`src/core/gcs_pkg.sv`:
```
// Constants shared by the chop conversion sequencer
package gcs_pkg;

    // ------------------------------------------------------------
    // Register map (byte addresses, one 32-bit word each)
    // ------------------------------------------------------------
    localparam logic [7:0] GCS_OFS_CTRL   = 8'h00;
    localparam logic [7:0] GCS_OFS_RATE   = 8'h04;
    localparam logic [7:0] GCS_OFS_DELAY  = 8'h08;
    localparam logic [7:0] GCS_OFS_STATUS = 8'h0c;
    localparam logic [7:0] GCS_OFS_RESULT = 8'h10;

    // ------------------------------------------------------------
    // Field positions
    // ------------------------------------------------------------
    localparam int GCS_CTRL_CONT_BIT   = 0;
    localparam int GCS_CTRL_START_BIT  = 1;
    localparam int GCS_CTRL_STOP_BIT   = 2;
    localparam int GCS_RATE_IDX_LSB    = 0;
    localparam int GCS_RATE_IDX_W      = 4;
    localparam int GCS_RATE_LOWLAT_BIT = 4;
    localparam int GCS_RATE_CHOP_BIT   = 5;
    localparam int GCS_DELAY_W         = 8;
    localparam int GCS_STAT_BUSY_BIT   = 0;
    localparam int GCS_STAT_POL_BIT    = 1;
    localparam int GCS_STAT_NEW_BIT    = 2;
    localparam int GCS_STAT_PRIME_BIT  = 3;

    // ------------------------------------------------------------
    // Reset values
    // ------------------------------------------------------------
    localparam logic [3:0] GCS_RST_RATE_IDX = 4'h4;
    localparam logic       GCS_RST_LOWLAT   = 1'b1;
    localparam logic       GCS_RST_CHOP     = 1'b0;
    localparam logic [7:0] GCS_RST_DELAY    = 8'h0e;

    // ------------------------------------------------------------
    // Timing: modulator period in converter clocks, table of one
    // conversion per rate in modulator periods (2.5 SPS first)
    // ------------------------------------------------------------
    localparam int GCS_CLK_PERIOD_NS = 40;
    localparam int GCS_MOD_DIV       = 16;
    localparam int GCS_NUM_RATES     = 14;
    localparam int GCS_CNT_W         = 20;

    localparam logic [19:0] GCS_LL_MODS [GCS_NUM_RATES] = '{
        20'h19681, 20'h0ce81, 20'h06a81, 20'h03c41, 20'h03881,
        20'h01428, 20'h010e9, 20'h00a28, 20'h00528, 20'h002a8,
        20'h00168, 20'h00128, 20'h000a8, 20'h00068};
    localparam logic [19:0] GCS_S3_MODS [GCS_NUM_RATES] = '{
        20'h4b041, 20'h25841, 20'h12c41, 20'h0b441, 20'h09641,
        20'h03c41, 20'h03239, 20'h01e41, 20'h00f41, 20'h007c1,
        20'h00401, 20'h00328, 20'h001a8, 20'h000e8};

    // ------------------------------------------------------------
    // Sequencer states, Gray along idle -> settle -> convert
    // ------------------------------------------------------------
    typedef enum logic [1:0] {
        GCS_ST_IDLE    = 2'b00,
        GCS_ST_SETTLE  = 2'b01,
        GCS_ST_CONVERT = 2'b11
    } gcs_state_t;

endpackage : gcs_pkg

```
`src/core/gcs_mod_timer.sv`:
```
// Modulator-period timer: counts a loaded number of modulator periods
`timescale 1ns/1ns
module gcs_mod_timer
    import gcs_pkg::*;
#(
    parameter int MOD_DIV = GCS_MOD_DIV,
    parameter int CNT_W   = GCS_CNT_W
) (
    input  wire logic             sys_clk,
    input  wire logic             resetn,
    input  wire logic             load,
    input  wire logic [CNT_W-1:0] load_mods,
    output logic                  done
);
    localparam int PW = (MOD_DIV > 1) ? $clog2(MOD_DIV) : 1;
    localparam logic [PW-1:0] PRESC_TOP = PW'(MOD_DIV - 1);

    generate
        if (MOD_DIV < 1) begin : g_bad_div
            $error("gcs_mod_timer: MOD_DIV must be at least 1");
        end
    endgenerate

    logic [PW-1:0]    presc_ff;
    logic [CNT_W-1:0] rem_ff;
    logic             run_ff;
    logic             done_ff;

    wire tick    = run_ff && (presc_ff == PRESC_TOP);
    wire last    = tick && (rem_ff <= CNT_W'(1));

    // A fresh load always wins, so a restart never sees a stale done
    always_ff @(posedge sys_clk or negedge resetn) begin
        if (!resetn) begin
            presc_ff <= '0;
            rem_ff   <= '0;
            run_ff   <= 1'b0;
            done_ff  <= 1'b0;
        end else if (load) begin
            presc_ff <= '0;
            rem_ff   <= load_mods;
            run_ff   <= 1'b1;
            done_ff  <= 1'b0;
        end else begin
            presc_ff <= tick ? '0 : (run_ff ? presc_ff + PW'(1) : presc_ff);
            rem_ff   <= (tick && !last) ? rem_ff - CNT_W'(1) : rem_ff;
            run_ff   <= run_ff && !last;
            done_ff  <= last;
        end
    end

    assign done = done_ff;

endmodule : gcs_mod_timer

```
`src/core/gcs_chop_seq.sv`:
```
// Chop conversion sequencer with APB register file
// Function
// - With chop on, each corrected result pairs one normal-polarity and one reversed-polarity conversion; each sequence starts normal.
// - The corrected result is the average of the normal and the negated reversed conversion.
// - The chop enable is one bit of the data rate register at offset 04h.
// - With the low-latency filter the first chopped result takes about two conversion periods.
// - With the sinc3 filter the first chopped result takes about six conversion periods.
// - In continuous mode each later chopped result takes half the time of the first.
// - Alternating-polarity conversions are pipelined so in continuous mode every conversion after the first yields a new average.
// - Low-latency chopped timing follows the per-rate modulator-period table, later results half.
// - A sequence starts on a trigger pin rising edge, on a serial start command or on the start bit of the control register.
// - The settling delay is applied before each conversion, counted in modulator periods.
`timescale 1ns/1ns
module gcs_chop_seq
    import gcs_pkg::*;
#(
    parameter int          DATA_W  = 16,
    parameter int          MOD_DIV = GCS_MOD_DIV,
    parameter logic [19:0] LL_TABLE [GCS_NUM_RATES] = GCS_LL_MODS,
    parameter logic [19:0] S3_TABLE [GCS_NUM_RATES] = GCS_S3_MODS
) (
    input  wire logic              sys_clk,
    input  wire logic              resetn,
    // APB slave
    input  wire logic              psel,
    input  wire logic              penable,
    input  wire logic              pwrite,
    input  wire logic [7:0]        paddr,
    input  wire logic [31:0]       pwdata,
    output logic [31:0]            prdata,
    output logic                   pready,
    output logic                   pslverr,
    // Start sources
    input  wire logic              start_pin,
    input  wire logic              start_cmd,
    // Modulator and filter side
    input  wire logic [DATA_W-1:0] conv_data,
    output logic                   input_swap,
    output logic                   conv_active,
    output logic [DATA_W-1:0]      data_out,
    output logic                   data_ready
);

    generate
        if (DATA_W < 2 || DATA_W > 32) begin : g_bad_w
            $error("gcs_chop_seq: DATA_W must lie in 2..32");
        end
    endgenerate

    // ------------------------------------------------------------
    // APB slave: one wait state, pready registered
    // ------------------------------------------------------------
    logic        pready_ff;
    logic        pslverr_ff;
    logic [31:0] prdata_ff;

    logic                   cont_ff;
    logic [3:0]             rate_ff;
    logic                   lowlat_ff;
    logic                   chop_ff;
    logic [7:0]             delay_ff;
    logic                   new_ff;
    logic [DATA_W-1:0]      result_ff;

    wire access   = psel && penable;
    wire prep     = access && !pready_ff;
    wire commit   = access && pready_ff && !pslverr_ff;
    wire sel_ctrl = (paddr == GCS_OFS_CTRL);
    wire sel_rate = (paddr == GCS_OFS_RATE);
    wire sel_dly  = (paddr == GCS_OFS_DELAY);
    wire sel_stat = (paddr == GCS_OFS_STATUS);
    wire sel_res  = (paddr == GCS_OFS_RESULT);
    wire mapped   = sel_ctrl || sel_rate || sel_dly || sel_stat || sel_res;

    wire [3:0] wr_rate_idx = pwdata[GCS_RATE_IDX_LSB +: GCS_RATE_IDX_W];
    // Rates beyond the table have no timing, so such writes are refused
    wire bad_rate = pwrite && sel_rate &&
                    (wr_rate_idx > 4'(GCS_NUM_RATES - 1));
    wire bad_ro   = pwrite && (sel_stat || sel_res);

    wire wr_ctrl = commit && pwrite && sel_ctrl;
    wire wr_rate = commit && pwrite && sel_rate;
    wire wr_dly  = commit && pwrite && sel_dly;
    wire rd_res  = commit && !pwrite && sel_res;

    // ------------------------------------------------------------
    // Sequencer state
    // ------------------------------------------------------------
    gcs_state_t             state_ff;
    gcs_state_t             nxt_state;
    logic                   pol_ff;
    logic                   primed_ff;
    logic                   pin_prev_ff;
    logic [DATA_W-1:0]      norm_ff;
    logic [DATA_W-1:0]      rev_ff;
    logic                   swap_ff;
    logic                   active_ff;
    logic [DATA_W-1:0]      dout_ff;
    logic                   drdy_ff;
    logic                   tmr_done;

    wire busy = (state_ff != GCS_ST_IDLE);

    wire [31:0] rd_data =
        sel_ctrl ? {31'h0, cont_ff} :
        sel_rate ? {26'h0, chop_ff, lowlat_ff, rate_ff} :
        sel_dly  ? {24'h0, delay_ff} :
        sel_stat ? {28'h0, primed_ff, new_ff, pol_ff, busy} :
        sel_res  ? 32'(result_ff) : 32'h0;

    always_ff @(posedge sys_clk or negedge resetn) begin
        if (!resetn) begin
            pready_ff  <= 1'b0;
            pslverr_ff <= 1'b0;
            prdata_ff  <= 32'h0;
        end else begin
            pready_ff  <= prep;
            pslverr_ff <= prep && (!mapped || bad_rate || bad_ro);
            prdata_ff  <= (prep && !pwrite) ? rd_data : 32'h0;
        end
    end

    // ------------------------------------------------------------
    // Configuration registers
    // ------------------------------------------------------------
    always_ff @(posedge sys_clk or negedge resetn) begin
        if (!resetn) begin
            cont_ff   <= 1'b0;
            rate_ff   <= GCS_RST_RATE_IDX;
            lowlat_ff <= GCS_RST_LOWLAT;
            chop_ff   <= GCS_RST_CHOP;
            delay_ff  <= GCS_RST_DELAY;
        end else begin
            if (wr_ctrl)
                cont_ff <= pwdata[GCS_CTRL_CONT_BIT];
            if (wr_rate) begin
                rate_ff   <= wr_rate_idx;
                lowlat_ff <= pwdata[GCS_RATE_LOWLAT_BIT];
                chop_ff   <= pwdata[GCS_RATE_CHOP_BIT];
            end
            if (wr_dly)
                delay_ff <= pwdata[GCS_DELAY_W-1:0];
        end
    end

    // ------------------------------------------------------------
    // Start, stop and restart decode
    // ------------------------------------------------------------
    wire pin_rise  = start_pin && !pin_prev_ff;
    wire apb_start = wr_ctrl && pwdata[GCS_CTRL_START_BIT];
    wire apb_stop  = wr_ctrl && pwdata[GCS_CTRL_STOP_BIT];
    wire cfg_diff  = (wr_rate_idx != rate_ff) ||
                     (pwdata[GCS_RATE_LOWLAT_BIT] != lowlat_ff) ||
                     (pwdata[GCS_RATE_CHOP_BIT] != chop_ff);
    wire cfg_kick  = wr_rate && busy && cfg_diff;
    wire restart   = pin_rise || start_cmd || apb_start || cfg_kick;

    // Timing follows the value being written when a change restarts
    wire [3:0] eff_rate   = wr_rate ? wr_rate_idx : rate_ff;
    wire       eff_lowlat = wr_rate ? pwdata[GCS_RATE_LOWLAT_BIT] : lowlat_ff;
    wire       eff_chop   = wr_rate ? pwdata[GCS_RATE_CHOP_BIT] : chop_ff;

    // Per-conversion time; the sinc3 entries already hold three-pass
    // settling, so a chopped pair spans about six periods
    wire [19:0] conv_mods = eff_lowlat ? LL_TABLE[eff_rate]
                                       : S3_TABLE[eff_rate];
    wire        has_delay = (delay_ff != 8'h0);

    // ------------------------------------------------------------
    // Capture and averaging
    // ------------------------------------------------------------
    wire conv_end = (state_ff == GCS_ST_CONVERT) && tmr_done;
    wire [DATA_W-1:0] pair_norm = pol_ff ? norm_ff : conv_data;
    wire [DATA_W-1:0] pair_rev  = pol_ff ? conv_data : rev_ff;
    // Reversed sample carries -input plus offset; subtracting cancels it
    wire signed [DATA_W:0] diff = $signed({pair_norm[DATA_W-1], pair_norm})
                                - $signed({pair_rev[DATA_W-1], pair_rev});
    wire [DATA_W-1:0] avg = diff[DATA_W:1];
    wire emit     = conv_end && (!chop_ff || primed_ff);
    wire go_again = conv_end && (cont_ff || (chop_ff && !primed_ff));

    // ------------------------------------------------------------
    // Sequencer
    // ------------------------------------------------------------
    logic        tmr_load;
    logic [19:0] tmr_mods;

    always_comb begin
        nxt_state = state_ff;
        tmr_load  = 1'b0;
        tmr_mods  = conv_mods;
        if (apb_stop && !restart) begin
            nxt_state = GCS_ST_IDLE;
        end else if (restart || (go_again && !apb_stop)) begin
            tmr_load = 1'b1;
            if (has_delay) begin
                nxt_state = GCS_ST_SETTLE;
                tmr_mods  = 20'(delay_ff);
            end else begin
                nxt_state = GCS_ST_CONVERT;
            end
        end else begin
            case (state_ff)
                GCS_ST_SETTLE: begin
                    if (tmr_done) begin
                        nxt_state = GCS_ST_CONVERT;
                        tmr_load  = 1'b1;
                    end
                end
                GCS_ST_CONVERT: begin
                    if (tmr_done)
                        nxt_state = GCS_ST_IDLE;
                end
                default: nxt_state = GCS_ST_IDLE;
            endcase
        end
    end

    wire nxt_pol    = restart ? 1'b0 :
                      (conv_end && chop_ff) ? !pol_ff : pol_ff;
    wire nxt_primed = restart ? 1'b0 :
                      (conv_end && chop_ff) ? 1'b1 : primed_ff;
    // Set beats clear when a result lands during a result read
    wire nxt_new    = emit ? 1'b1 : (rd_res ? 1'b0 : new_ff);
    wire [DATA_W-1:0] nxt_result = chop_ff ? avg : conv_data;

    always_ff @(posedge sys_clk or negedge resetn) begin
        if (!resetn) begin
            state_ff    <= GCS_ST_IDLE;
            pol_ff      <= 1'b0;
            primed_ff   <= 1'b0;
            pin_prev_ff <= 1'b0;
            new_ff      <= 1'b0;
            norm_ff     <= '0;
            rev_ff      <= '0;
            result_ff   <= '0;
        end else begin
            state_ff    <= nxt_state;
            pol_ff      <= nxt_pol;
            primed_ff   <= nxt_primed;
            pin_prev_ff <= start_pin;
            new_ff      <= nxt_new;
            if (conv_end && !pol_ff)
                norm_ff <= conv_data;
            if (conv_end && pol_ff)
                rev_ff <= conv_data;
            if (emit)
                result_ff <= nxt_result;
        end
    end

    // ------------------------------------------------------------
    // Registered outputs to the modulator side
    // ------------------------------------------------------------
    always_ff @(posedge sys_clk or negedge resetn) begin
        if (!resetn) begin
            swap_ff   <= 1'b0;
            active_ff <= 1'b0;
            dout_ff   <= '0;
            drdy_ff   <= 1'b0;
        end else begin
            swap_ff   <= nxt_pol && eff_chop;
            active_ff <= (nxt_state == GCS_ST_CONVERT);
            drdy_ff   <= emit;
            if (emit)
                dout_ff <= nxt_result;
        end
    end

    gcs_mod_timer #(
        .MOD_DIV (MOD_DIV),
        .CNT_W   (GCS_CNT_W)
    ) u_timer (
        .sys_clk   (sys_clk),
        .resetn    (resetn),
        .load      (tmr_load),
        .load_mods (tmr_mods),
        .done      (tmr_done)
    );

    assign prdata      = prdata_ff;
    assign pready      = pready_ff;
    assign pslverr     = pslverr_ff;
    assign input_swap  = swap_ff;
    assign conv_active = active_ff;
    assign data_out    = dout_ff;
    assign data_ready  = drdy_ff;

endmodule : gcs_chop_seq

```
`config.mk`:
```
export PLATFORM = sky130hd
export DESIGN_NAME = gcs_chop_seq
export DESIGN_NICKNAME = d
export VERILOG_FILES = /design/src/core/gcs_pkg.sv /design/src/core/gcs_mod_timer.sv /design/src/core/gcs_chop_seq.sv
export SDC_FILE = /design/constraint.sdc
export NUM_CORES = 1
export LEC_CHECK = 0
export BUFFER_PORTS_ARGS = -buffer_cell sky130_fd_sc_hd__buf_2
export CAP_MARGIN = 20
export CORE_ASPECT_RATIO = 2
export CORE_MARGIN = 2
export CORE_UTILIZATION = 49
export CTS_BUF_LIST = sky130_fd_sc_hd__clkbuf_2 sky130_fd_sc_hd__clkbuf_4 sky130_fd_sc_hd__clkbuf_8
export CTS_CLUSTER_SIZE = 30
export DETAILED_ROUTE_END_ITERATION = 6
export GPL_ROUTABILITY_DRIVEN = 0
export PLACE_DENSITY_LB_ADDON = 0.3
export SYNTH_ARGS = -nofsm -noshare
export SYNTH_HDL_FRONTEND = slang
export SYNTH_HIERARCHICAL = 1
export SYNTH_SLANG_ARGS = --single-unit
```
`constraint.sdc`:
```
create_clock -name sys_clk -period 4.4 [get_ports sys_clk]
set_input_delay 0.22 -clock sys_clk [delete_from_list [all_inputs] [get_ports sys_clk]]
set_output_delay 0.22 -clock sys_clk [all_outputs]
set_load 0.005 [all_outputs]
```
; ---- Yosys cells after proc, flatten, opt, wreduce, memory -nomap -nowiden
; Memory sizes are Yosys's and may differ from the RTL's.
; Cells that the tools add are included.
[classes]
add_sub_neg = 3
n_lt_le_gt_ge = 3
eq_ne = 11
n_mux = 43
bitwise = 1
n_reduce_logical = 67
[ops]
columns = cell, n
row1 = $mux W20, 10
row2 = $mux W16, 9
row3 = $logic_and A1 B1 Y1, 34
row4 = $le A20 B1 Y1 const B, 1
row5 = $sub A20 B1 Y20 const B, 1
row6 = $sub A16 B16 Y17, 1
row7 = $eq A8 B4 Y1 const B, 2
row8 = $mux W4, 4
row9 = $logic_or A1 B1 Y1, 15
row10 = $mux W1, 14
row11 = $logic_not A1 Y1, 11
row12 = $mux W2, 5
row13 = $eq A8 B3 Y1 const B, 1
row14 = $eq A8 B5 Y1 const B, 1
row15 = $logic_not A8 Y1, 1
row16 = $reduce_bool A2 Y1, 4
row17 = $reduce_bool A8 Y1, 1
row18 = $ge A5 B5 Y1 const B, 1
row19 = $not A4 Y5, 1
row20 = $add A4 B1 Y4 const B, 1
row21 = $eq A2 B2 Y1 const B, 2
row22 = $eq A4 B4 Y1 const B, 1
row23 = $gt A4 B4 Y1 const B, 1
row24 = $ne A4 B4 Y1, 1
row25 = other kinds (4), 5
[totals]
register_bits = 116
rom_bits = 640
input_bits = 63
out_inout_bits = 53
word_cells = 153
mem_count = 2
[mem_list]
columns = memory, words, width, read_ports, rd_ports_with_merged_regs, wr, line_no
row1 = (name not given), 16, 20, 1, 0, 0, gcs_chop_seq.sv:166  ; : S3_TABLE[eff_rate];
row2 = (name not given), 16, 20, 1, 0, 0, gcs_chop_seq.sv:165  ; wire [19:0] conv_mods = eff_lowlat ? LL_TABLE[eff_rate]

; ---- Longest topological paths before layout
; Gate-level depths: netlist (run 1).
[logic_depth]
word_depth = 15
mapped_depth = 13
depth_no_buf = 11

; ---- Hierarchy
; The synthesis (run 1) kept the hierarchy.
[modules_own_cells]
columns = module, n_inst, cells_each, area_per_inst_um2, seq_area_each_um2
row1 = gcs_chop_seq, 1, 581, 5725.5, 2258.4
row2 = gcs_mod_timer, 1, 157, 1522.7, 650.6

; ---- Worst setup path after synthesis (run 1)
; No wires, ideal clock.
[synth_timing]
kind = reg-to-reg
start = register pol_ff
end = register dout_ff[15] (netlist: data_out[15])
setup_time_ns = 0.077
arrival_time_ns = 3.055
t_required_ns = 4.323
slack_ns = 1.267
path_stages_with_launch = 10
n_path_buf = 2
synth_period_minus_slack_ns = 3.133
path_cell_list = dfrtp_1 -> clkbuf_1 -> clkbuf_1 -> mux2_2 -> ha_1 -> a2111oi_0 -> a211o_1 -> a21oi_1 -> a2111o_1 -> a21oi_1
[synth_via]
elab_chain_len = 3
word_cells_on_any_way = 4
cone_classes = add/sub (1) / mux (3)
[synth_lines]
columns = element, line_no
row1 = "start, declared", gcs_chop_seq.sv:91  ; logic pol_ff;
row2 = "start signal, assigned", gcs_chop_seq.sv:239  ; pol_ff <= nxt_pol;
row3 = $mux W16 (on tied branches), "gcs_chop_seq.sv:173, gcs_chop_seq.sv:174"
row4 = $sub A16 B16 Y17 (*), gcs_chop_seq.sv:177  ; - $signed({pair_rev[DATA_W-1], pair_rev});
row5 = $mux W16 (*), gcs_chop_seq.sv:225  ; wire [DATA_W-1:0] nxt_result = chop_ff ? avg : conv_data;
row6 = "end signal, assigned", gcs_chop_seq.sv:266  ; dout_ff <= nxt_result;
row7 = "end, declared", gcs_chop_seq.sv:98  ; logic [DATA_W-1:0] dout_ff;
; Mark *: on every way between the ends. The rest lies on a longest branch, timed or not.
; A chain may end at the register's enable or synchronous reset.

; ---- Worst setup path after layout (run 1)
[layout_timing]
start = register pol_ff
end = register dout_ff[14] (netlist: data_out[14])
; The elaborated chain is that of the path after synthesis.

==> flow_metrics.py, run 1 <==
metrics = {
    "die": {
        "pin_count": 116,
        "start_util_pct": 50.2,
        "design.core.area_um2": 14400,
        "dieArea_um2": 15800,
        "chipWidth_um": 90,
        "die_y_um": 176,
        "num_rows": 62,
    },
    "timing": {
        "rsz0062_at_grt": "false",
        "period_needed_ps": 3560,
        "tightest_slew_ps": 1160,
        "setup_viol": 0,
        "timing.final.hold_violations": 0,
        "slew_viol_final": 0,
        "fmax_ghz": 0.281,
        "fin_skew_ps": 8.22,
        "setup_tns_ps": 0,
        "slew_headroom_pct": 22.0,
        "final.setup.worst_slack_ps": 841,
        "period_share_pct": 80.9,
    },
    "drt": {
        "drcViolationCount": 0,
        "dr.pass1.iters": 5,
        "vias_per_cell": 5.98,
        "antenna_left": 0,
        "vias": 6079,
        "wirelength_um": 19000,
        "route.detailed.wl_per_inst_um": 18.7,
        "drtIter0Drc": 366,
    },
    "synthesis": {
        "synthSimpleGateAreaFrac_pct": 16.3,
        "synth_xor_area_share_pct": 4.59,
        "yosysUniqueCellTypes": 69,
        "ys_seq_area_share_pct": 40.1,
        "ys_ff_latch": 116,
        "synth_edf_count": 0,
        "synthFlopType": "dfrtp_1",
        "synthCells": 738,
        "synth_area_um2": 7250,
        "yosys.area.top_type": "dfrtp_1",
        "avgSynthCellArea_um2": 9.82,
        "synth_area_leaders": "dfrtp_1 38%, mux2_2 11%, ha_1 4.5%, mux2i_1 3.5%, a21oi_1 3.1%",
        "synth_top_area_share_pct": 38.3,
        "synth_top_family_by_area": "simple AND/OR/NAND/NOR gates",
        "muxShareOfSynthArea_pct": 14.2,
        "synth_compound_area_share_pct": 14.9,
        "synthAdderAreaFrac_pct": 4.76,
        "async_flop_share_pct": 100,
        "yosys_warnings": 6,
    },
    "clock_network": {
        "post_cts_buffers": 0,
        "cts_sinks": 116,
        "post_cts_resized": 0,
        "path_clk_slew_ps": 70,
        "cts.root.buffer_cell": "clkbuf_8",
        "cts_buffers": 17,
        "clk_latency_ps": 450,
        "clock_path_buffers": 2,
        "cts_tree": "yes",
        "h-tree-depth": 4,
    },
    "critical_path": {
        "crit_top_cell": "o21ai_0",
        "worstPathCellList": "buf_4 -> buf_4 -> mux2_2 -> ha_1 -> a21o_1 -> a31oi_1 -> o21ai_0 -> a31oi_1 -> o21ai_0 -> xnor2_1 -> o21ai_0",
        "cp-end-kind": "flip-flop",
        "critPathMaxStageDelay_ps": 820,
        "cpMaxStageDelayCell": "dfrtp_1",
        "cp_max_fo": 16,
        "arrival_ps": 3920,
        "required_ps": 4770,
        "crit_path_start_kind": "flip-flop",
        "critPathKind": "flip-flop to flip-flop",
    },
    "cells_and_area": {
        "n_antenna_cell": 0,
        "final_util_pct": 56.9,
        "final_nets": 902,
        "area_growth_pct": 13.3,
        "drive_gt1_share_pct": 25.8,
    },
    "power": {
        "power_density_nw_per_um2": 300,
        "cellLeakagePower_nw": 3.72,
        "ir_drop_v": 0.000235,
    },
    "grt": {
        "grt_pass1_wl_um": 30900,
        "grt_overflow": 0,
        "grt_pass1_vias": 6214,
        "grt_antenna_before_repair": 0,
        "grt_max_degree": 65,
        "grt_util_all_layers_pct": 24.4,
    },
    "flow_run": {
        "maxCapViolations": 0,
    },
    "worst_hold_path": {
        "hp-class": "input pin to flip-flop",
    },
    "placed_design": {
        "hpwl_um": 14100,
        "pre_cts_ws_ps": 888,
        "io_buffers": 75,
    },
    "status": {
        "status": "completed",
    },
}
[logic make-up after synthesis]
kind of cell | count (synthesis)
AOI/OAI and AO/OA | 164
adders and majority gates | 27
and+or+nand+nor | 223
buffers and inverters | 75
DFF | 116
xor gates and xnor gates | 38
other | 1
muxes | 94
[sequential cells by signal (all words and copies together) (netlist names), 2 cells and up]
| name | count |
|---|---|
| data_out | 16 |
| delay_ff | 8 |
| norm_ff | 16 |
| prdata | 16 |
| rate_ff | 4 |
| rev_ff | 16 |
| state_ff | 2 |
| u_timer/presc_ff | 4 |
| u_timer/rem_ff | 20 |
[synth_stat cells, types with 5 or more instances]
| master | number |
|---|---|
| a31oi_1 | 6 |
| buf_4 | 16 |
| nor2_1 | 43 |
| a2111oi_0 | 6 |
| nand3b_1 | 6 |
| and3_1 | 15 |
| clkbuf_1 | 22 |
| xnor2_1 | 13 |
| a22oi_1 | 6 |
| o211ai_1 | 9 |
| nor2b_1 | 9 |
| o22ai_1 | 6 |
| o21ai_0 | 41 |
| buf_2 | 10 |
| nor3_1 | 20 |
| inv_1 | 23 |
| o21a_1 | 7 |
| nand3_1 | 17 |
| a21oi_1 | 45 |
| nand2b_1 | 8 |
| mux2i_1 | 25 |
| xor2_1 | 25 |
| nor4_1 | 8 |
| dfstp_2 | 5 |
| dfrtp_1 | 111 |
| ha_1 | 26 |
| mux2_2 | 68 |
| a21o_1 | 10 |
| nand2_1 | 60 |
[power breakdown]
part | switching [W] | internal, W | total [W]
clock | 0.000461 | 0.000604 | 0.00107
combinational | 0.000163 | 0.000115 | 0.000278
sequential | 0.0000221 | 0.00110 | 0.00112
[path summary, 6_finish.rpt]
| kind | startpoint | end | slack (ps) | depth (start not counted) |
|---|---|---|---|---|
| min in group asynchronous | resetn | prdata[0] | 420 | 2 |
| worst min-delay path | pwdata[7] | delay_ff[7] | 30 | 2 |
| worst max-delay path | pol_ff | data_out[14] | 840 | 11 |
| worst max register to register | pol_ff | data_out[14] | 840 | 11 |
| worst min register to register | norm_ff[11] | norm_ff[11] | 510 | 1 |
| max in group asynchronous | resetn | rev_ff[14] | 2750 | 3 |
[per-layer routing]
layer  vias up  part of all wire [%]  track usage (%)  wire [um]
met5         -                     0                0          0
met4         0                   4.6             14.1        872
met3        71                   4.8             4.05        910
met2       262                    55             45.8      10400
met1      2948                    36             25.3       6800
li1       2798                     -                -          -
[layout by cell type (no fill, tap or decap), types with 17 or more instances in the layout]
master	n
inv_1	23
buf_2	74
a21oi_1	44
nor2_1	43
clkbuf_8	19
ha_1	26
mux2_2	68
nand2_1	60
nand3_1	17
o21ai_0	40
conb_1	17
mux2i_1	25
dfrtp_1	111
nor3_1	19
xor2_1	25
[worst max-delay path, delay by kind of cell (launching register included)]
family	cells	cell delay, ps
AOI/OAI and AO/OA	6	1190
DFF	1	820
buffers and inverters	2	560
adders and majority gates	1	390
muxes	1	370
xor gates and xnor gates	1	150
[through the flow]
step	instances	hold WS, ps	total power [W]	cell area [um^2]
after floorplan	754	-75.6	0.00132	7310
after global placement	981	342	0.00140	7740
after detailed placement	981	350	0.00141	7740
after CTS	1016	19.5	0.00248	8200
after global routing	1017	21.2	0.00257	8210
final	1017	33.2	0.00246	8210
[repair_timing]
item | CTS | global route
hold buffers | 3 | 0
endpoints found under the setup margin | 0 | 0
endpoints found under the hold margin | 60 | 0
[cell type report]
class / count / area, um^2
Clock inverter: 11 / 150
Clock buffer: 21 / 277
Timing Repair Buffer: 89 / 494
Multi-Input combinational cell: 563 / 4050
Inverter: 25 / 93.8
Tap cell: 192 / 240
Fill cell: 1317 / 6220
Sequential cell: 116 / 2910
Note: power is estimated with default switching activity, not from simulation.
==> run 2, diff against run 1 <==
Settings changed: ABC_AREA set to 1.
Clock period 4.4 ns to 3.64 ns, I/O delays scaled along.
==> run 2 against run 1 <==
Against the previous run: power increased by 15%; non-clock buffer count increased by 1; wire length increased by 11%; via count increased by 20%; largest power group unchanged.
==> flow_metrics.py, run 2 <==
metrics = {
    "critical_path": {
        "worstPathCellList": "inv_1 -> nand2_1 -> nor3_4 -> nand2_2 -> nand2_1 -> nand2_1 -> inv_1 -> ha_1 -> nand2_1 -> nand3_1 -> nand2_1 -> o21ai_1 -> nand2_1 -> nor2_1 -> a21oi_1 -> nand2_1 -> nand2_1",
        "cp_max_fo": 12,
        "cp_num_buf_inv": 2,
        "crit_path_start_kind": "flip-flop",
        "cpLargestDelayFamily": "simple AND/OR/NAND/NOR gates",
        "ff2ff_setup_slack_ps": 610,
        "crit_top_cell": "nand2_1",
        "arrival_ps": 3360,
        "critPathKind": "flip-flop to flip-flop",
        "rr_endpoint": "u_timer/rem_ff[6]",
        "r2r-start": "pslverr",
        "worst_r2r_path_depth": 17,
        "critPathMaxStageDelay_ps": 370,
        "cp-end-kind": "flip-flop",
        "cpMaxStageDelayCell": "dfrtp_1",
        "required_ps": 3970,
    },
    "synthesis": {
        "synth_area_um2": 7640,
        "synth_common_cells": "316 x nand2_1, 119 x o21ai_0, 111 x dfrtp_1",
        "ys_seq_area_share_pct": 38.1,
        "synth_edf_count": 0,
        "synth_area_leaders": "dfrtp_1 36%, nand2_1 16%, o21ai_0 7.8%, inv_1 5.4%, nand3_1 5.0%",
        "yosys_warnings": 6,
        "avgSynthCellArea_um2": 7.11,
        "yosys.area.top_type": "dfrtp_1",
        "synthFlopType": "dfrtp_1",
        "async_flop_share_pct": 100,
        "yosysMostFrequentCell": "nand2_1",
        "synthCells": 1075,
        "ys_ff_latch": 116,
        "synth_top_area_share_pct": 36.3,
        "yosysUniqueCellTypes": 50,
    },
    "clock_network": {
        "clock_path_buffers": 2,
        "clk_latency_ps": 450,
        "cts_buffers": 17,
        "path_clk_slew_ps": 70,
        "post_cts_resized": 0,
        "h-tree-depth": 4,
        "cts.root.buffer_cell": "clkbuf_8",
        "cts_tree": "yes",
        "cts_sinks": 116,
        "post_cts_buffers": 0,
        "hold_buffers": 4,
    },
    "timing": {
        "period_share_pct": 83.2,
        "fin_skew_ps": 14.7,
        "timing.final.hold_violations": 0,
        "slew_viol_final": 0,
        "final.setup.worst_slack_ps": 611,
        "setup_viol": 0,
        "setup_tns_ps": 0,
        "rsz0062_at_grt": "false",
        "period_needed_ps": 3030,
        "tightest_slew_ps": 989,
        "slew_headroom_pct": 33.9,
        "fmax_ghz": 0.330,
    },
    "grt": {
        "grt_pass1_vias": 7278,
        "grt-busiest-layer": "met2",
        "grt_util_met3_pct": 4.89,
        "grt.met1_usage_pct": 25.0,
        "grt_overflow": 0,
        "grt_max_degree": 44,
        "grt_pass1_wl_um": 34900,
        "use_met2_pct": 50.6,
        "grt_antenna_before_repair": 0,
        "grt_util_all_layers_pct": 26.7,
    },
    "cells_and_area": {
        "final_nets": 1242,
        "n_antenna_cell": 0,
        "drive_gt1_share_pct": 14.5,
        "largest_reg_flops": 20,
        "area_growth_pct": 11.8,
        "multiInputGateArea_um2": 4070,
        "top_register": "u_timer/rem_ff",
        "seq_area_um2": 2910,
        "layout_commonest_cell": "nand2_1",
        "final_cell_mix": "316 x nand2_1, 119 x o21ai_0, 111 x dfrtp_1",
        "num-fill-cells": 1488,
        "layout.cells.non_filler": 1362,
    },
    "die": {
        "chipWidth_um": 92.3,
        "start_util_pct": 50.0,
        "die_y_um": 181,
        "num_rows": 64,
        "design.core.area_um2": 15300,
        "pin_count": 116,
        "dieArea_um2": 16700,
    },
    "worst_hold_path": {
        "whs_endpoint": "data_out[7]",
        "hp-start": "conv_data[7]",
        "holdPathStages": 3,
        "hp-class": "input pin to flip-flop",
    },
    "drt": {
        "antenna_left": 0,
        "vias": 7286,
        "drcViolationCount": 0,
        "vias_per_cell": 5.35,
        "wirelength_um": 21200,
        "dr.pass1.iters": 5,
        "route.detailed.wl_per_inst_um": 15.5,
        "drtIter0Drc": 508,
    },
    "placed_design": {
        "pre_cts_ws_ps": 657,
        "hpwl_um": 16500,
        "dp.cells": 1327,
        "io_buffers": 75,
    },
    "flow_run": {
        "maxCapViolations": 0,
    },
    "power": {
        "internal_power_w": 0.00205,
        "cellLeakagePower_nw": 4.53,
        "clkPwrFrac_pct": 41.9,
        "p_comb_share_pct": 10.9,
        "ir_drop_v": 0.000226,
        "power_density_nw_per_um2": 330,
        "seqPwrFrac_pct": 47.1,
        "switchingPower_w": 0.000766,
        "swShare_pct": 27.2,
    },
    "status": {
        "status": "completed",
    },
}
==> run 2: worst max path at each step <==
stage                     startpoint                 end  slack, ps  cells after the start
after detailed placement     pslverr   u_timer/rem_ff[6]        660                     17
after CTS                    pslverr   u_timer/rem_ff[6]        640                     17
after global placement       pslverr   u_timer/rem_ff[6]        730                     17
after global routing         pslverr   u_timer/rem_ff[6]        410                     17
after floorplan              pslverr  u_timer/rem_ff[12]       1170                     15
final                        pslverr   u_timer/rem_ff[6]        610                     17
==> run 2: cell type report <==
| cell class | instances | area share (%) |
|---|---|---|
| well taps | 198 | 2.90 |
| multi-input cells | 812 | 47.6 |
| clock buffers | 21 | 3.24 |
| flip-flops and latches | 116 | 34.1 |
| clock inverters | 10 | 1.26 |
| inverters | 115 | 5.05 |
| repair buffers | 90 | 5.86 |
==> run 2: cells by family (layout without fill, tap and decap cells) <==
kind of cell | after synthesis | count (layout) | share of synthesized area [%]
multiplexers | 2 | 2 | 0.295
XOR/XNOR | 17 | 17 | 1.95
adder cells (fa/ha/maj) | 27 | 27 | 4.52
buffers and inverters | 163 | 236 | 9.48
flip-flops | 116 | 116 | 38.1
other | 1 | 17 | 0.0491
AND/OR/NAND/NOR | 543 | 543 | 31.1
AO/OA/AOI/OAI | 206 | 206 | 14.6
==> run 2: power by group through the flow <==
stage	registers, W	logic, W	clock network, W
finish	0.00133	0.000308	0.00118
global route	0.00133	0.000348	0.00127
CTS	0.00133	0.000309	0.00120
detailed placement	0.00135	0.000303	0
global placement	0.00135	0.000299	0
floorplan	0.00135	0.000210	0
==> run 2: worst reg2reg max path: cells and delay by family (launching register included) <==
| kind | cells | cell delay [ps] |
|---|---|---|
| DFF | 1 | 370 |
| buffers and inverters | 2 | 250 |
| and+or+nand+nor | 12 | 1690 |
| AOI/OAI and AO/OA | 2 | 400 |
| adders and majority gates | 1 | 220 |
==> run 2: per-layer routing <==
layer / up-vias / share of wire (%)
li1: 3598 / -
met5: - / 0
met3: 88 / 4.4
met2: 263 / 56
met1: 3337 / 33
met4: 0 / 6.8
==> run 2: stage by stage <==
stage / util (%) / area [um^2] / hold slack (ps) / total power [W]
after floorplan: - / 7700 / -114 / 0.00156
after global placement: 53.1 / 8120 / 175 / 0.00165
after detailed placement: 53.1 / 8120 / 185 / 0.00166
after CTS: 55.9 / 8540 / 13.5 / 0.00284
after global routing: 55.9 / 8540 / 15.2 / 0.00295
final: 55.9 / 8540 / 28.5 / 0.00282
==> run 3, diff against run 2 <==
Clock period 3.64 ns to 2.8 ns, I/O delays scaled along.
==> run 3 against run 2 <==
Against the previous run: register-to-register slack worse by 360 ps; setup slack worse by 360 ps; cell count increased by 1.2%; die area unchanged; core utilization grew 1.5 points; non-clock buffer count grew 15; wire length grew 0.28%; power increased by 41%; worst hold slack got worse by 0.95 ps; first-iteration DRC count shrank 15%; critical path type unchanged; largest cell class unchanged; highest routed layer unchanged.
==> flow_metrics.py, run 3 (synthesis results as in run 2) <==
metrics = {
    "placed_design": {
        "hpwl_um": 16600,
        "io_buffers": 75,
    },
    "cells_and_area": {
        "final_nets": 1257,
        "layout_commonest_cell": "nand2_1",
        "largest_reg_flops": 20,
        "top_register": "u_timer/rem_ff",
        "multiInputGateArea_um2": 4070,
        "n_antenna_cell": 0,
        "seq_area_um2": 2910,
        "final_cell_mix": "316 x nand2_1, 119 x o21ai_0, 111 x dfrtp_1",
        "num-fill-cells": 1515,
        "area_growth_pct": 14.7,
        "drive_gt1_share_pct": 15.6,
    },
    "timing": {
        "slew_headroom_pct": 52.9,
        "setup_viol": 0,
        "holdWs_ps": 27.5,
        "fin_skew_ps": 12.9,
        "period_needed_ps": 2550,
        "tightest_slew_ps": 706,
        "slew_viol_final": 0,
        "fmax_ghz": 0.392,
        "rsz0062_at_grt": "false",
        "period_share_pct": 91.1,
        "timing.final.hold_violations": 0,
        "setup_tns_ps": 0,
    },
    "grt": {
        "grt_pass1_vias": 7238,
        "grt_overflow": 0,
        "grt_util_met3_pct": 4.14,
        "grt_antenna_before_repair": 0,
        "grt_pass1_wl_um": 34400,
        "grt_util_all_layers_pct": 26.5,
        "use_met2_pct": 51.2,
        "grt-busiest-layer": "met2",
        "grt_max_degree": 76,
        "grt.met1_usage_pct": 24.7,
    },
    "critical_path": {
        "cpMaxStageDelayCell": "dfrtp_1",
        "worstPathCellList": "inv_1 -> or2_2 -> o21ai_0 -> fa_1 -> inv_1 -> nand3_1 -> nand3_1 -> nand2_1 -> nand3_1 -> nand2_1 -> nand2_1 -> nand2_1 -> nand2_1 -> o21ai_0 -> o21ai_0",
        "cp_num_buf_inv": 2,
        "crit_path_start_kind": "flip-flop",
        "critPathMaxStageDelay_ps": 480,
        "cp_max_fo": 7,
        "required_ps": 3110,
        "arrival_ps": 2860,
        "crit_top_cell": "nand2_1",
        "ff2ff_setup_slack_ps": 250,
        "worst_r2r_path_depth": 15,
        "cp-end-kind": "flip-flop",
        "cpLargestDelayFamily": "simple AND/OR/NAND/NOR gates",
        "r2r-start": "pol_ff",
        "rr_endpoint": "data_out[9]",
        "critPathKind": "flip-flop to flip-flop",
    },
    "worst_hold_path": {
        "whs_endpoint": "chop_ff",
        "hp-class": "input pin to flip-flop",
        "hp-start": "pwdata[5]",
        "holdPathStages": 3,
    },
    "clock_network": {
        "cts_buffers": 17,
        "clock_path_buffers": 2,
        "clk_latency_ps": 440,
        "path_clk_slew_ps": 70,
        "cts.root.buffer_cell": "clkbuf_8",
        "cts_sinks": 116,
        "post_cts_buffers": 0,
        "cts_tree": "yes",
        "h-tree-depth": 4,
    },
    "drt": {
        "vias_per_cell": 5.32,
        "vias": 7337,
        "drtIter0Drc": 432,
        "drcViolationCount": 0,
        "wirelength_um": 21200,
        "dr.pass1.iters": 5,
        "route.detailed.wl_per_inst_um": 15.4,
        "antenna_left": 0,
    },
    "die": {
        "dieArea_um2": 16700,
        "num_rows": 64,
        "die_y_um": 181,
        "pin_count": 116,
        "design.core.area_um2": 15300,
        "chipWidth_um": 92.3,
        "start_util_pct": 50.0,
    },
    "power": {
        "cellLeakagePower_nw": 4.66,
        "ir_drop_v": 0.000303,
        "power_density_nw_per_um2": 454,
    },
    "flow_run": {
        "maxCapViolations": 0,
    },
    "status": {
        "status": "completed",
    },
}
[run 3: layout make-up]
cell class                      instances  area share [%]
Sequential cell                       116            33.2
Timing Repair Buffer                  105            7.23
Multi-Input combinational cell        812            46.5
Tap cell                              198            2.83
Clock inverter                          9            1.98
Inverter                              115            4.92
Clock buffer                           23            3.40
[run 3: per-stage QoR]
stage | setup WS, ps | util, % | cells | total power (W) | cell area (um^2)
after detailed placement | 137 | 53.8 | 1340 | 0.00216 | 8230
after global routing | 4.85 | 57.3 | 1378 | 0.00414 | 8770
final | 249 | 57.3 | 1378 | 0.00398 | 8770
after floorplan | 334 | - | 1091 | 0.00202 | 7700
after CTS | 112 | 57.3 | 1378 | 0.00400 | 8760
after global placement | 149 | 53.8 | 1340 | 0.00215 | 8230
[run 3: routing by layer]
metal  routed length [um]  up-vias
met1                 7010     3397
li1                     -     3628
met4                 1440        0
met5                    0        -
met3                  801       76
met2                12000      236
[run 3: tightest hold or removal path: stages]
cell     delay [ps]
buf_2           100
o21ai_0         110
inv_1            70
[run 3: what timing repair did]
| item | CTS | global route |
|---|---|---|
| hold buffers | 6 | 0 |
| resized for setup | 0 | 2 |
| hold endpoints to repair | 45 | 0 |
| endpoints found under the setup margin | 0 | 15 |
[run 3: how the worst max path moves through the flow]
stage          startpoint                 end  slack, ps  depth (start not counted)
4_1_cts           pslverr  u_timer/rem_ff[19]        110                         15
3_3_place_gp      pslverr  u_timer/rem_ff[19]        150                         15
5_1_grt           pslverr   u_timer/rem_ff[6]          5                         18
2_1_floorplan     pslverr  u_timer/rem_ff[12]        330                         15
3_5_place_dp      pslverr  u_timer/rem_ff[19]        140                         15
6_report           pol_ff         data_out[9]        250                         15
[run 3: power by group]
group | leakage, nW | internal, W | switching [W] | total [W]
sequential | 1.29 | 0.00170 | 0.0000288 | 0.00173
clock | 0.244 | 0.00116 | 0.000685 | 0.00184
combinational | 3.12 | 0.000134 | 0.000273 | 0.000407
total | 4.66 | 0.00299 | 0.000986 | 0.00398
